<file path="src/hw/encoder_param_pkg.sv">
/*
  package for the encoder acyclic parameter bank: parameter numbers,
  array sizes, fixed read-only values, reset values and the request and
  answer carriers.
  assumes one synchronous system clock shared with the request source.
*/
package encoder_param_pkg;

  // parameter numbers and record index as seen on the request port
  localparam logic [15:0] PAR_TELEGRAM = 16'h039A; // telegram_select
  localparam logic [15:0] PAR_LIFESIGN = 16'h039D; // lifesign_tolerance
  localparam logic [15:0] PAR_DEV_ID = 16'h03C4; // device_ident_array
  localparam logic [15:0] PAR_PROF_ID = 16'h03C5; // profile_ident_array
  localparam logic [15:0] PAR_NV_STORE = 16'h03CB; // nv_store_trigger
  localparam logic [15:0] PAR_ACCESS = 16'h03CE; // access_capability_array
  localparam logic [15:0] PAR_DO_ID = 16'h03CF; // drive_object_ident_array
  localparam logic [15:0] PAR_SENSOR = 16'h03D3; // sensor_format_array
  localparam logic [15:0] PAR_LIST = 16'h03D4; // param_number_list
  localparam logic [15:0] PAR_IM_RECORD = 16'hAFF0; // ident_maint_record
  localparam logic [15:0] PAR_PRESET = 16'hFDE8; // preset_value
  localparam logic [15:0] PAR_OPSTAT = 16'hFDE9; // operating_status_array

  // last valid subindex of each array
  localparam logic [7:0] DEV_ID_LAST = 8'h05;
  localparam logic [7:0] PROF_ID_LAST = 8'h01;
  localparam logic [7:0] ACCESS_LAST = 8'h02;
  localparam logic [7:0] DO_ID_LAST = 8'h07;
  localparam logic [7:0] SENSOR_LAST = 8'h05;
  localparam logic [7:0] LIST_LAST = 8'h09;
  localparam logic [7:0] OPSTAT_LAST = 8'h0B;
  localparam logic [7:0] IM_WORD_LAST = 8'h0F; // 64-byte record, 16 words
  localparam logic [15:0] IM_MODULE_ZERO = 16'h0000;

  // fixed read-only contents
  localparam logic [15:0] UNIT_TYPE = 16'h0001;
  localparam logic [15:0] DO_COUNT = 16'h0001;
  localparam logic [15:0] DO_TYPE = 16'h0001;
  localparam logic [15:0] DO_CLASS = 16'h0005;
  localparam logic [15:0] DO_SUBCLASS = 16'h4000;
  localparam logic [15:0] DO_OBJECT_ID = 16'h0001;
  localparam logic [7:0] PROFILE_NUMBER = 8'h3D;
  localparam logic [7:0] PROFILE_V31 = 8'h1F; // 31 decimal
  localparam logic [7:0] PROFILE_V41 = 8'h29; // 41 decimal
  localparam logic [15:0] ACC_MAX_BLOCK = 16'h0046; // 70 decimal
  localparam logic [15:0] ACC_MAX_PARAMS = 16'h0001;
  localparam logic [15:0] ACC_LATENCY = 16'h0000;
  localparam logic [31:0] SENS_HEADER = 32'h0000_5011;
  localparam logic [31:0] SENS_TYPE = 32'h0000_8000;
  localparam logic [31:0] SENS_RESOLUTION = 32'h0001_0000; // 65,536
  localparam logic [31:0] SENS_SHIFT = 32'h0000_0000;
  localparam logic [31:0] DET_RES_NONE = 32'h0000_0000;
  localparam logic [31:0] DET_RES_4K = 32'h0000_1000;
  localparam logic [31:0] DET_RES_16K = 32'h0000_4000;
  localparam logic [31:0] OPSTAT_HEADER = 32'h000C_0101;
  localparam logic [31:0] SUPPORTED_FAULTS = 32'h0000_0031;
  localparam logic [31:0] WARNINGS_NONE = 32'h0000_0000;
  localparam logic [31:0] ENC_PROFILE_VER = 32'h0000_0401;
  localparam logic [31:0] OP_TIME_NONE = 32'hFFFF_FFFF;

  // life-sign tolerance limits and values
  localparam logic [31:0] LS_MIN = 32'h0000_0001;
  localparam logic [31:0] LS_OFF = 32'h0000_00FF; // monitoring disabled
  localparam logic [7:0] LS_FIXED = 8'h01; // tolerance outside compat mode
  localparam logic [31:0] NV_MAX = 32'h0000_0001;
  localparam int STW_PRESET_BIT = 12; // preset request bit of control word

  // reset values
  localparam logic [15:0] LS_RESET = 16'h0001;
  localparam logic [31:0] PRESET_RESET = 32'h0000_0000;

  // acyclic request: index, subindex, record module, write data
  typedef struct packed {
    logic write;
    logic [15:0] index;
    logic [7:0] sub;
    logic [15:0] module_nr;
    logic [31:0] wdata;
  } param_req_t;

  // acyclic answer: error flag and read data
  typedef struct packed {
    logic err;
    logic [31:0] data;
  } param_rsp_t;

endpackage

</file>
<file path="src/hw/encoder_acyclic_parameter_bank.sv">
/*
  acyclic parameter bank of the networked resolver encoder: answers
  parameter and record requests, holds the writable parameters and hands
  the life-sign tolerance, store trigger and preset event to the core.
  assumes requests, live values and the cyclic control word come from
  logic on sys_clk_i; one request per cycle at most, answer next cycle.
*/
`timescale 1ns/100ps
module encoder_acyclic_parameter_bank #(
  parameter logic [15:0] VENDOR_ID = 16'h0ABC, // arbitrary value
  parameter logic [15:0] SW_VERSION = 16'h0076,
  parameter logic [15:0] SW_YEAR = 16'h07E2,
  parameter logic [15:0] SW_DAY_MONTH = 16'h0065,
  parameter logic [47:0] IM_HEADER = 48'h0000_0000_0000,
  parameter logic [47:0] IM_VENDOR = 48'h0000_0000_0ABC, // arbitrary value
  parameter logic [159:0] IM_ORDER = 160'h0, // arbitrary value
  parameter logic [127:0] IM_SERIAL = 128'h0, // arbitrary value
  parameter logic [15:0] IM_HW_REV = 16'h0001,
  parameter logic [31:0] IM_SW_REV = 32'h0000_0001,
  parameter logic [79:0] IM_TAIL = 80'h0 // five trailing 16-bit fields
)(
  input wire logic sys_clk_i,
  input wire logic rst_i,
  input wire logic req_valid_i, // one-cycle request strobe
  input wire encoder_param_pkg::param_req_t req_i,
  input wire logic compat_mode_i, // older profile behaviour
  input wire logic profile_v41_i, // configured profile version
  input wire logic [15:0] telegram_i, // telegram number in use
  input wire logic [1:0] turns_sel_i, // 0 single, 1 4096, 2 16384 turns
  input wire logic [31:0] op_status_i, // operating status bits
  input wire logic [31:0] faults_i, // live fault bits
  input wire logic [31:0] xist1_offset_i, // primary_position_word offset
  input wire logic [31:0] units_per_rev_i, // units_per_revolution
  input wire logic [31:0] total_range_i, // total_measurement_range
  input wire logic [31:0] velocity_unit_i,
  input wire logic [15:0] sensor_control_word_i,
  input wire logic nv_store_done_i, // one-cycle save completion
  output logic rsp_valid_o,
  output encoder_param_pkg::param_rsp_t rsp_o,
  output logic [7:0] lifesign_limit_o, // tolerated life-sign faults
  output logic lifesign_monitor_en_o,
  output logic nv_store_req_o, // level while a save is pending
  output logic [31:0] preset_value_o,
  output logic preset_apply_o // one-cycle pulse on preset request
);
  import encoder_param_pkg::*;

  // whole identity record, first byte in the top bits
  localparam logic [511:0] IM_RECORD =
    {IM_HEADER, IM_VENDOR, IM_ORDER, IM_SERIAL, IM_HW_REV, IM_SW_REV, IM_TAIL};

  logic rsp_valid_q, rsp_valid_d; // answer strobe
  param_rsp_t rsp_q, rsp_d; // answer contents, held until next answer
  logic [15:0] ls_q, ls_d; // stored life-sign tolerance
  logic nv_q, nv_d; // store trigger
  logic [31:0] preset_q, preset_d; // stored preset value
  logic stw12_q, stw12_d; // last preset request bit
  logic apply_q, apply_d; // preset apply pulse
  logic [7:0] ls_lim_q, ls_lim_d; // effective tolerance
  logic ls_en_q, ls_en_d; // monitoring enable
  logic hit; // index and subindex exist
  logic rw_ok; // index may be written
  logic [31:0] rdata; // read value of addressed entry
  logic wr_ok; // write accepted

  // pick one 32-bit word of the identity record
  function automatic logic [31:0] im_word(input logic [7:0] sub);
    logic [3:0] w;
    w = sub[3:0];
    im_word = IM_RECORD[511 - 32 * w -: 32];
  endfunction

  // widen a 16-bit entry into the answer word
  function automatic logic [31:0] w16(input logic [15:0] v);
    w16 = {16'h0000, v};
  endfunction

  // read decode: which entries exist and what they hold
  always_comb
  begin
    hit = 1'b1;
    rw_ok = 1'b0;
    rdata = 32'h0000_0000;
    case (req_i.index)
      PAR_IM_RECORD:
      begin
        // only module zero and the 16 record words exist
        hit = (req_i.module_nr == IM_MODULE_ZERO) && (req_i.sub <= IM_WORD_LAST);
        rdata = im_word(req_i.sub);
      end
      PAR_TELEGRAM:
      begin
        hit = (req_i.sub == 8'h00);
        rdata = w16(telegram_i);
      end
      PAR_LIFESIGN:
      begin
        hit = (req_i.sub == 8'h00);
        rw_ok = 1'b1;
        rdata = w16(ls_q);
      end
      PAR_DEV_ID:
      begin
        hit = (req_i.sub <= DEV_ID_LAST);
        case (req_i.sub[2:0])
          3'h0: rdata = w16(VENDOR_ID);
          3'h1: rdata = w16(UNIT_TYPE);
          3'h2: rdata = w16(SW_VERSION);
          3'h3: rdata = w16(SW_YEAR);
          3'h4: rdata = w16(SW_DAY_MONTH);
          default: rdata = w16(DO_COUNT);
        endcase
      end
      PAR_PROF_ID:
      begin
        // octets sit in the low byte, upper bits read zero
        hit = (req_i.sub <= PROF_ID_LAST);
        if (req_i.sub[0] == 1'b0)
        begin
          rdata = {24'h00_0000, PROFILE_NUMBER};
        end
        else
        begin
          rdata = {24'h00_0000, (profile_v41_i ? PROFILE_V41 : PROFILE_V31)};
        end
      end
      PAR_NV_STORE:
      begin
        hit = (req_i.sub == 8'h00);
        rw_ok = 1'b1;
        rdata = {31'h0000_0000, nv_q};
      end
      PAR_ACCESS:
      begin
        hit = (req_i.sub <= ACCESS_LAST);
        case (req_i.sub[1:0])
          2'h0: rdata = w16(ACC_MAX_BLOCK);
          2'h1: rdata = w16(ACC_MAX_PARAMS);
          default: rdata = w16(ACC_LATENCY);
        endcase
      end
      PAR_DO_ID:
      begin
        hit = (req_i.sub <= DO_ID_LAST);
        case (req_i.sub[2:0])
          3'h0: rdata = w16(VENDOR_ID);
          3'h1: rdata = w16(DO_TYPE);
          3'h2: rdata = w16(SW_VERSION);
          3'h3: rdata = w16(SW_YEAR);
          3'h4: rdata = w16(SW_DAY_MONTH);
          3'h5: rdata = w16(DO_CLASS);
          3'h6: rdata = w16(DO_SUBCLASS);
          default: rdata = w16(DO_OBJECT_ID);
        endcase
      end
      PAR_SENSOR:
      begin
        hit = (req_i.sub <= SENSOR_LAST);
        case (req_i.sub[2:0])
          3'h0: rdata = SENS_HEADER;
          3'h1: rdata = SENS_TYPE;
          3'h2: rdata = SENS_RESOLUTION;
          3'h3: rdata = SENS_SHIFT;
          3'h4: rdata = SENS_SHIFT;
          default:
          begin
            // determinable resolution follows the turn count
            case (turns_sel_i)
              2'h1: rdata = DET_RES_4K;
              2'h2: rdata = DET_RES_16K;
              default: rdata = DET_RES_NONE;
            endcase
          end
        endcase
      end
      PAR_LIST:
      begin
        hit = (req_i.sub <= LIST_LAST);
        case (req_i.sub[3:0])
          4'h0: rdata = w16(PAR_TELEGRAM);
          4'h1: rdata = w16(PAR_LIFESIGN);
          4'h2: rdata = w16(PAR_DEV_ID);
          4'h3: rdata = w16(PAR_PROF_ID);
          4'h4: rdata = w16(PAR_NV_STORE);
          4'h5: rdata = w16(PAR_ACCESS);
          4'h6: rdata = w16(PAR_DO_ID);
          4'h7: rdata = w16(PAR_SENSOR);
          4'h8: rdata = w16(PAR_PRESET);
          default: rdata = w16(PAR_OPSTAT);
        endcase
      end
      PAR_PRESET:
      begin
        hit = (req_i.sub == 8'h00);
        rw_ok = 1'b1;
        rdata = preset_q;
      end
      PAR_OPSTAT:
      begin
        hit = (req_i.sub <= OPSTAT_LAST);
        case (req_i.sub[3:0])
          4'h0: rdata = OPSTAT_HEADER;
          4'h1: rdata = op_status_i;
          4'h2: rdata = faults_i & SUPPORTED_FAULTS;
          4'h3: rdata = SUPPORTED_FAULTS;
          4'h4: rdata = WARNINGS_NONE;
          4'h5: rdata = WARNINGS_NONE;
          4'h6: rdata = ENC_PROFILE_VER;
          4'h7: rdata = OP_TIME_NONE;
          4'h8: rdata = xist1_offset_i;
          4'h9: rdata = units_per_rev_i;
          4'hA: rdata = total_range_i;
          default: rdata = velocity_unit_i;
        endcase
      end
      default: hit = 1'b0;
    endcase
  end

  // write check: range of each writable parameter
  always_comb
  begin
    wr_ok = 1'b0;
    case (req_i.index)
      PAR_LIFESIGN: wr_ok = (req_i.wdata >= LS_MIN) && (req_i.wdata <= LS_OFF);
      PAR_NV_STORE: wr_ok = (req_i.wdata <= NV_MAX);
      PAR_PRESET: wr_ok = (req_i.wdata < total_range_i);
      default: wr_ok = 1'b0;
    endcase
    wr_ok = wr_ok && hit && rw_ok;
  end

  // next state: answer, stored parameters, preset edge, tolerance
  always_comb
  begin
    rsp_valid_d = req_valid_i;
    rsp_d = rsp_q;
    ls_d = ls_q;
    nv_d = nv_q;
    preset_d = preset_q;
    // save completion clears the trigger; a new rising write below wins
    if (nv_store_done_i)
    begin
      nv_d = 1'b0;
    end
    if (req_valid_i)
    begin
      if (req_i.write)
      begin
        // failed writes leave every stored value untouched
        rsp_d.err = !wr_ok;
        rsp_d.data = 32'h0000_0000;
        if (wr_ok)
        begin
          case (req_i.index)
            PAR_LIFESIGN: ls_d = req_i.wdata[15:0];
            PAR_NV_STORE:
            begin
              // only a 0 to 1 move starts a save
              if (req_i.wdata[0] && !nv_q)
              begin
                nv_d = 1'b1;
              end
            end
            default: preset_d = req_i.wdata;
          endcase
        end
      end
      else
      begin
        rsp_d.err = !hit;
        rsp_d.data = hit ? rdata : 32'h0000_0000;
      end
    end
    // preset is applied only on the cyclic request edge
    stw12_d = sensor_control_word_i[STW_PRESET_BIT];
    apply_d = sensor_control_word_i[STW_PRESET_BIT] && !stw12_q;
    // outside compat mode one fault is tolerated, always monitored
    if (compat_mode_i)
    begin
      ls_lim_d = ls_q[7:0];
      ls_en_d = (ls_q != LS_OFF[15:0]);
    end
    else
    begin
      ls_lim_d = LS_FIXED;
      ls_en_d = 1'b1;
    end
  end

  // registers only
  always_ff @(posedge sys_clk_i or posedge rst_i)
  begin
    if (rst_i)
    begin
      rsp_valid_q <= 1'b0;
      rsp_q <= '0;
      ls_q <= LS_RESET;
      nv_q <= 1'b0;
      preset_q <= PRESET_RESET;
      stw12_q <= 1'b0;
      apply_q <= 1'b0;
      ls_lim_q <= LS_FIXED;
      ls_en_q <= 1'b1;
    end
    else
    begin
      rsp_valid_q <= rsp_valid_d;
      rsp_q <= rsp_d;
      ls_q <= ls_d;
      nv_q <= nv_d;
      preset_q <= preset_d;
      stw12_q <= stw12_d;
      apply_q <= apply_d;
      ls_lim_q <= ls_lim_d;
      ls_en_q <= ls_en_d;
    end
  end

  assign rsp_valid_o = rsp_valid_q;
  assign rsp_o = rsp_q;
  assign lifesign_limit_o = ls_lim_q;
  assign lifesign_monitor_en_o = ls_en_q;
  assign nv_store_req_o = nv_q;
  assign preset_value_o = preset_q;
  assign preset_apply_o = apply_q;
endmodule

</file>
<file path="config.mk">
export PLATFORM = sky130hd
export DESIGN_NAME = encoder_acyclic_parameter_bank
export DESIGN_NICKNAME = d
export VERILOG_FILES = /design/src/hw/encoder_param_pkg.sv /design/src/hw/encoder_acyclic_parameter_bank.sv
export SDC_FILE = /design/constraint.sdc
export NUM_CORES = 1
export LEC_CHECK = 0
export ABC_AREA = 1
export BUFFER_PORTS_ARGS = -buffer_cell sky130_fd_sc_hd__buf_2
export CAP_MARGIN = 10
export CORE_UTILIZATION = 30
export CTS_BUF_LIST = sky130_fd_sc_hd__clkbuf_8
export CTS_CLUSTER_SIZE = 12
export DETAILED_ROUTE_END_ITERATION = 6
export MAX_ROUTING_LAYER = met4
export PLACE_DENSITY_LB_ADDON = 0.15
export SLEW_MARGIN = 5
export SYNTH_ARGS = -nofsm -noshare
export SYNTH_HDL_FRONTEND = slang
export SYNTH_SLANG_ARGS = --single-unit
</file>
<file path="constraint.sdc">
create_clock -name sys_clk_i -period 4.9 [get_ports sys_clk_i]
set_input_delay 0.245 -clock sys_clk_i [delete_from_list [all_inputs] [get_ports sys_clk_i]]
set_output_delay 0.245 -clock sys_clk_i [all_outputs]
set_load 0.03 [all_outputs]
</file>
After elaboration in Yosys (flattened, before gate mapping). Memories as Yosys holds them, arrays and structs flattened. Index checks and enable logic that the tools add are counted.

Add/subtract/negate cells: 1. Magnitude comparators: 11. Eq/ne operators: 32. Shifts and indexed selects: 1. Multiplexer cells: 22. Bitwise gates (word level): 1. Reductions and logical operators: 23.

Operators with widths (count): $shiftx 543x33->32 const A (1); $pmux 32 s12 (1); $pmux 32 s10 (1); $eq 16x10->1 const B (9); $pmux 15 s6 (1); $pmux 17 s4 (1); $eq 16x16->1 const B (3); $pmux 12 s4 (1); $mux 33 (1); $ge 32x1->1 const B (1); $le 32x1->1 const B (1); $le 32x8->1 const B (1); $lt 32x32->1 (1); $mux 32 (1); $pmux 15 s2 (1); $le 8x4->1 const B (3); $eq 4x3->1 const B (4); $le 8x3->1 const B (2); $logic_not 16->1 (1); $ne 16x8->1 const B (1); $pmux 7 s2 (1); $eq 4x4->1 const B (3); $mux 6 (2); $sub 9x9->10 const A (1); other kinds (24) (48).

Register bits after elaboration: 94. Memory bits (read-only): 224. Bits of input ports: 305. Output and inout port bits: 77. Word-level logic and storage cells: 102. Memories kept: 1.

Memory list: (name not given) (depth 16, bits a word 14, read ports 1, clocked after Yosys merged registers in 0, write ports 0, line encoder_acyclic_parameter_bank.sv:179) `case (req_i.sub[3:0])`.

Longest topological paths before layout. Gate-level depths: netlist (run 1).

Word-level depth: 8. Depth in mapped cells: 18. Gate-level depth less buffers: 17.

Worst setup path before layout (run 1). OpenSTA, ideal clock, no wires.

Path type: input to register. Start point: input req_i[49] in the netlist's numbering. End point: register preset_q[10] (netlist: preset_value_o[10]). Library setup time: 0.118 ns. Arrival time: 1.762 ns. Data required time: 4.782 ns. Slack: 3.020 ns. Cell stages on the path: 15. Path buffers: 2. Cells stage by stage: inv_1 -> ha_1 -> clkbuf_1 -> inv_1 -> a21oi_1 -> nand4_1 -> nand2_1 -> nor2_1 -> nand2_1 -> nor2_1 -> nor2_1 -> nand4_1 -> buf_2 -> nand2_1 -> nand2_1.

Longest elaborated chain between the ends: 6. Elaborated cells between the ends (all ways): 13. Those cells by class: order compare (7); mux (1); reduce/logical (5).

Ends and longest elaborated chain: from (decl) (line encoder_acyclic_parameter_bank.sv:25) `input wire encoder_param_pkg::param_req_t req_i,`; $le 8x4->1 (line encoder_acyclic_parameter_bank.sv:88) `hit = (req_i.module_nr == IM_MODULE_ZERO) && (req_i.sub <= IM_WORD_LAST);`; $logic_and 1x1->1 (line encoder_acyclic_parameter_bank.sv:88); $pmux 1 s8 * (line encoder_acyclic_parameter_bank.sv:84) `case (req_i.index)`; $logic_and 1x1->1 * (2 in series) (line encoder_acyclic_parameter_bank.sv:230) `wr_ok = wr_ok && hit && rw_ok;`; $reduce_and 4->1 (no line) *; to (signal assigned) (line encoder_acyclic_parameter_bank.sv:312) `preset_q <= preset_d;`; to (decl) (line encoder_acyclic_parameter_bank.sv:56) `logic [31:0] preset_q, preset_d;`.

Every way passes the cells marked *; elsewhere a longest branch is shown, timed or not. A chain may end at the register's enable or synchronous reset.

Final worst setup path (run 1).
Start point: input req_i[48] in the netlist's numbering. End point: register rsp_q (netlist bit rsp_o[14]).

Longest elaborated chain between the ends: 6. Elaborated cells between the ends (all ways): 39. Those cells by class: add/sub (1); order compare (7); eq/ne (16); shift (1); mux (7); reduce/logical (6); memory (1).

Ends and longest elaborated chain: parallel branches: the longest is 4 deep, another holds $sub 9x9->10; $mux 32 * (line encoder_acyclic_parameter_bank.sv:272) `rsp_d.data = hit ? rdata : 32'h0000_0000;`; $mux 33 * (line encoder_acyclic_parameter_bank.sv:248) `if (req_i.write)`; to (signal assigned) (line encoder_acyclic_parameter_bank.sv:309) `rsp_q <= rsp_d;`; to (decl) (line encoder_acyclic_parameter_bank.sv:53) `param_rsp_t rsp_q, rsp_d;`.

Every way passes the cells marked *.

==> impl_results.md, run 1 <==
* EDFF count, synth at 0
* Initial antenna violation count at 2
* Vias in the first global route at just over 9000
* Worst skew pair latency at 0.40 ns
* Cell Area, Synth at 0.00792 mm²
* Crit path required time at 5.23 ns
* Maximum vdd ir drop at 0.112 mV
* Tot GR Track Use at 30.9%
* Nets@finish at 1904
* Critical path arrival at 3.46 ns
* Max Clock Freq at 320 MHz
* Vias at 9838
* Hold buffers post-CTS at 2
* FF-to-FF setup slack at between 3 and 4 ns
* Post-synth ARST share at 100%
* Detailed Routing Iterations Pass 1 at 5
* Total gr overflow at 0
* Htree depth at 3
* Syn-to-layout area delta at 27.2%
* Ratio of cells with drive above 1 in the final layout at 26.1%
* Vias per cell at ~5.2
* Clock slew at reported path FFs at 0.12 ns
* Fillers at between 2000 and 3000
* CTS tree: yes
* Die ar. at 0.0271 mm²
* Number of cell rows at 59
* # IOs at 382
* Top cells by area, synth: dfrtp_1 29%, nand2_1 21%, nand3_1 7.1%
* Worst path max stage delay at between 0.9 and 1 ns
* Leak at just under 6 nW
* CTS Root Cell: clkbuf_8
* Postcts setup bufs at 0
* Largest net degree at the start of global routing at between 50 and 60
* Sum of negative setup slack at 0 ns
* Syn. warnings at 0
* Die W at 164 µm
* Tmin final at 3.13 ns
* Worst r2r path cells at 5
* Cell taking the most area after synthesis: dfrtp_1
* Max-slew violations at 0
* Ys flop type: dfrtp_1
* Hold depth at 3
* Overall power at ~1.7 mW
* Status: finished clean
* Clock buffer depth at 2
* Commonest non-fill, non-tap cell in the layout: nand2_1
* Cell variety after synth at 43
* PortBufs at 337
* Wire per inst at 21.4 µm
* Most frequent cells in the layout: 434 x nand2_1, 337 x buf_2, 113 x nor2_1
* WS Path Type: in2reg
* Initial core utilization at 30.5%
* Seq. cell area at 0.00236 mm²
* Clock skew at 0.0181 ns
* Cts repair resizes at 0
* Placeable Area at between 0.02 and 0.03 mm²
* Critical Path, Cell by Cell: buf_2 -> inv_1 -> ha_1 -> nand2_1 -> nor2_2 -> buf_4 -> nand2_1 -> a31oi_1 -> o21ai_0 -> nand3_1 -> nand3_1 -> nand2_1
* CTS buffer count at 9
* RSZ-0062 raised after global routing: false
* Worst hold path class: in2reg
* Power Dens Cells at 173 mW/mm²
* Clock Sinks at 94
* Syn Nets at 1596
* CP max FO at 23
* CP startpoint kind: input pin
* Hold Worst Slack at between 0.1 and 0.15 ns
* Post-synth top area share at 28.8%
* Synthesized area per cell at approximately 6.3 µm²
* Crit share post-route at 63.9%
* Post-DP HPWL at approximately 33 mm
* #FFs+latches synth at between 90 and 100
* Total detailed-routing wirelength at between 40 and 50 mm
* First-pass GRT wire length at 58.9 mm
* Endpoint class of the critical path: flip-flop
* Final Hold Fails at 0
* Max Cap Viol at 0
* # setup viols final at 0
* Most Frequent Cell on Critical Path: nand2_1
* Slowest-stage cell, CP: nor2_2
* Relative slew slack at 22.9%
* Iter 0 DRT Violations at 817
* Multi-input gate area at 0.00480 mm²
* Worst-Margin Slew at 1.15 ns
* Seq/Total Area, Yosys at between 20 and 30%
* DIE HEIGHT at between 150 and 200 µm
* Residual DRC at 0
* Routed Antenna Nets at 0
* Post-synthesis cell count at about 1300
* Final Wtd Congestion at roughly 1
[cell usage after synthesis, types with 2 or more instances]
master,count
o21a_1,2
nor2_2,3
o21ai_1,8
buf_4,4
dfstp_2,3
a31oi_1,4
ha_1,37
clkbuf_1,20
buf_1,4
dfrtp_1,91
inv_2,13
nor4_1,6
a22oi_1,3
buf_6,7
nand2_1,434
o21ai_0,72
o211ai_1,9
o2111ai_1,2
a21boi_0,2
nand3_2,8
a21boi_1,5
clkinv_1,2
nand3_1,112
nor2_1,113
o22ai_1,5
nand2_2,3
or2_2,3
nand4_1,47
a21oi_1,62
nor3_1,14
a211oi_1,13
nor2_4,4
buf_2,21
inv_1,109
[report_power, final]
part	internal [mW]	switching (mW)	total, mW
sequential	0.778	0.000648	0.779
clock	0.201	0.359	0.560
combinational	0.147	0.260	0.407
[cell type report]
class	count	share of cell area, %
clock buffer	9	1.23
antenna	2	0.0497
sequential	94	23.4
timing repair buffer	353	18.2
clock inverter	7	0.720
multi-input combinational	980	47.6
inverter	124	4.64
tap	335	4.16
[path summary, 6_finish.rpt]
kind                                   start                 end
max                                req_i[48]           rsp_o[14]
min                                req_i[29]  preset_value_o[29]
max reg2reg                preset_value_o[9]            rsp_o[9]
min reg2reg                          stw12_q      preset_apply_o
max in group asynchronous              rst_i   preset_value_o[9]
min in group asynchronous              rst_i      preset_apply_o
[kinds of logic (layout without fill, tap and decap cells)]
group	Yosys count	after routing	share of synthesized area, %
buffers and inverters	180	493	9.72
adder cells (fa/ha/maj)	37	37	5.85
other	0	2	0
AO/OA/AOI/OAI	193	193	13.7
flip-flops	94	94	29.8
AND/OR/NAND/NOR	750	750	40.9
[flip-flops by register name (all words and copies together) (netlist names)]
| name | count |
|---|---|
| lifesign_limit_o | 8 |
| ls_q | 16 |
| preset_apply_o | 1 |
| rsp_valid_o | 1 |
| rsp_o | 33 |
| nv_store_req_o | 1 |
| lifesign_monitor_en_o | 1 |
| preset_value_o | 32 |
| stw12_q | 1 |
[per-stage QoR]
stage	cells	worst slack (ns)	utilization, %	area [µm²]
2_1_floorplan	1254	2.21	-	7920
3_3_place_gp	1883	1.44	37.8	9830
3_5_place_dp	1883	1.45	37.8	9830
4_1_cts	1901	1.88	38.6	10000
5_1_grt	1904	1.63	38.8	10100
6_report	1904	1.77	38.8	10100
[critical path, delay by kind of cell]
family,cells,cell delay (ns)
AND/OR/NAND/NOR,6,1.75
AO/OA/AOI/OAI,2,0.38
adder cells (fa/ha/maj),1,0.31
buffers and inverters,3,0.77
[metal layers]
| layer | track usage, % | vias to the layer above | part of all wire [%] |
|---|---|---|---|
| li1 | - | 4742 | - |
| met1 | 43.7 | 4590 | 46 |
| met2 | 45.3 | 451 | 44 |
| met3 | 4.77 | 55 | 7.5 |
| met4 | 8.59 | 0 | 2.2 |
| met5 | - | - | 0 |
(Power assumes the default switching activity.)
==> run 2: changes to the inputs <==
Settings changed: ABC_AREA 1 to 0.
Clock period 4.9 ns to 2.65 ns, I/O delays scaled along.
==> run 2 against run 1 <==
- register-to-register slack lost 2.8 ns
- synthesized cell count shrank 34%
- flip-flop and latch count is the same
- largest power group unchanged
==> impl_results.md, run 2 <==
* Worst skew pair latency at 0.40 ns
* CP max FO at 6
* Iter 0 DRT Violations at 618
* Max-slew violations at 0
* Placeable Area at 0.0236 mm²
* Fin area at 0.0106 mm²
* Number of cell rows at 56
* Crit share post-route at between 90% and 100%
* Post-Route M1 WL at 16.8 mm
* Vias at 8708
* Fillers at 2467
* Post-synth top area share at 31.3%
* Cell Area, Synth at 0.00728 mm²
* Worst path max stage delay at 0.56 ns
* Clock buffer depth at 2
* Max Clock Freq at between 300 and 400 MHz
* Post-Layout Cell Count at around 1600
* Seq/Total Area, Yosys at 32.3%
* Syn Nets at 1174
* Die W at 158 µm
* Sum of negative setup slack at 0 ns
* Power Dens Cells at about 320 mW/mm²
* Wire length on met2 at 16.5 mm
* EDFF count, synth at 0
* CTS tree: yes
* Syn. warnings at 0
* # IOs at 382
* RSZ-0062 raised after global routing: false
* CTS buffer count at 9
* Util after Layout at 44.7%
* Post-synthesis cell count at 832
* Ys flop type: dfrtp_1
* Maximum vdd ir drop at around 0.2 mV
* Total detailed-routing wirelength at 36.7 mm
* Most frequent cells in the layout: 337 x buf_2, 120 x buf_4, 91 x dfrtp_1
* Max Cap Viol at 0
* DIE HEIGHT at about 160 µm
* Ratio of cells with drive above 1 in the final layout at 42.4%
* PortBufs at roughly 340
* Nets@finish at between 1500 and 2000
* Hold Worst Slack at 0.0167 ns
* Dpl cell area at 0.0102 mm²
* Cell variety after synth at 74
* Detailed Routing Iterations Pass 1 at 5
* Top routing layer used: met4
* Htree depth at 3
* WS Path Type: in2reg
* Residual DRC at 0
* Status: finished clean
* Top-count cell post-synth: dfrtp_1
* Largest net degree at the start of global routing at 56
* Post-DP HPWL at between 20 and 30 mm
* Initial core utilization at 30.8%
* Max reg flops at 33
* Initial antenna violation count at 3
* Critical Path, Cell by Cell: dlygate4sd3_1 -> buf_2 -> ha_1 -> a21oi_1 -> o21ai_0 -> a21oi_1 -> o2111ai_2 -> o2bb2ai_2 -> buf_4 -> nand4_2 -> mux2_4
* Crit path required time at ~2.9 ns
* Total gr overflow at 0
* Synthesized area per cell at 8.75 µm²
* #FFs+latches synth at 94
* Routed Antenna Nets at 0
* Slowest-stage cell, CP: dlygate4sd3_1
* Clock slew at reported path FFs at 0.10 ns
* Endpoint class of the critical path: flip-flop
* Final Wtd Congestion at 0.975
* Syn-to-layout area delta at 45.0%
* Final Hold Fails at 0
* Leak at 5.29 nW
* CTS Root Cell: clkbuf_8
* Worst-Margin Slew at 0.696 ns
* Met3 wire len at 2.41 mm
* Critical path arrival at 2.83 ns
* Cell taking the most area after synthesis: dfrtp_1
* Commonest non-fill, non-tap cell in the layout: buf_2
* Post-synth ARST share at 100%
* # setup viols final at 0
* Clock skew at 0.0166 ns
* Worst setup margin at 0.107 ns
* Overall power at 3.40 mW
* # placed instances at around 1600
* Wire per inst at 23.1 µm
* Worst hold path class: in2reg
* Post-synth top cells: 91 x dfrtp_1, 71 x inv_1, 64 x nor2_1
* CP startpoint kind: input pin
* Top cells by area, synth: dfrtp_1 31%, mux2_4 6.6%, ha_1 6.4%
* First-pass GRT wire length at about 52 mm
* Tot GR Track Use at 29.7%
* Tmin final at 2.54 ns
* Vias per cell at 5.48
* Relative slew slack at around 54%
* Most Frequent Cell on Critical Path: a21oi_1
* Clock Sinks at 94
* Pre-CTS setup slack at -0.171 ns
* Vias in the first global route at 8329
* Die ar. at between 0.02 and 0.025 mm²
==> run 2: kinds of logic (layout without fill, tap and decap cells) <==
kind of cell,Yosys count,in the layout,synth area share [%]
and+or+nand+nor,249,250,18.7
DFF,94,94,32.3
muxes,48,48,8.93
other,0,3,0
AOI/OAI and AO/OA,274,274,26.5
adders and majority gates,37,37,6.36
buffers and inverters,130,565,7.20
==> run 2: what timing repair did <==
item / in CTS / in global routing
setup endpoints to repair: 0 / 39
buffers inserted: 0 / 0
endpoints found under the hold margin: 52 / 0
hold buffers: 13 / 0
gates resized for setup: 0 / 5
==> run 2: final cells by class <==
type | instances | area (µm²) | share of cell area, %
Antenna cell | 3 | 7.51 | 0.0711
Clock buffer | 9 | 124 | 1.17
Inverter | 72 | 273 | 2.58
Tap cell | 319 | 399 | 3.78
Timing Repair Buffer | 477 | 2860 | 27.1
Multi-Input combinational cell | 609 | 4450 | 42.1
Clock inverter | 7 | 95.1 | 0.900
Sequential cell | 94 | 2360 | 22.3
==> run 2: path summary, 6_finish.rpt <==
kind	start	endpoint	slack [ns]	depth (start not counted)
max	req_i[17]	ls_q[1]	0.11	11
min in group asynchronous	rst_i	rsp_valid_o	0.32	3
min	req_i[21]	preset_value_o[21]	0.02	2
max in group asynchronous	rst_i	lifesign_monitor_en_o	1.57	4
max reg2reg	nv_store_req_o	rsp_o[0]	0.52	5
min reg2reg	stw12_q	preset_apply_o	0.40	1
==> run 2: layer usage <==
layer	vias to the layer above	GRT usage, %
li1	4053	-
met1	4165	40.3
met2	437	45.1
met3	53	4.22
met4	0	9.94
met5	-	-
==> run 2: report_power, final <==
part	internal, mW	total (mW)	leakage, nW	switching [mW]
Sequential	1.44	1.44	1.29	0.000616
Clock	0.536	1.13	0.115	0.589
Combinational	0.365	0.841	3.88	0.476
Total	2.34	3.40	5.29	1.07
==> run 2: critical path: cells and delay by family <==
family	cells	cell delay, ns
simple gates	1	0.26
fa+ha+maj	1	0.30
buf+inv	3	0.93
mux	1	0.37
compound gates	5	0.82
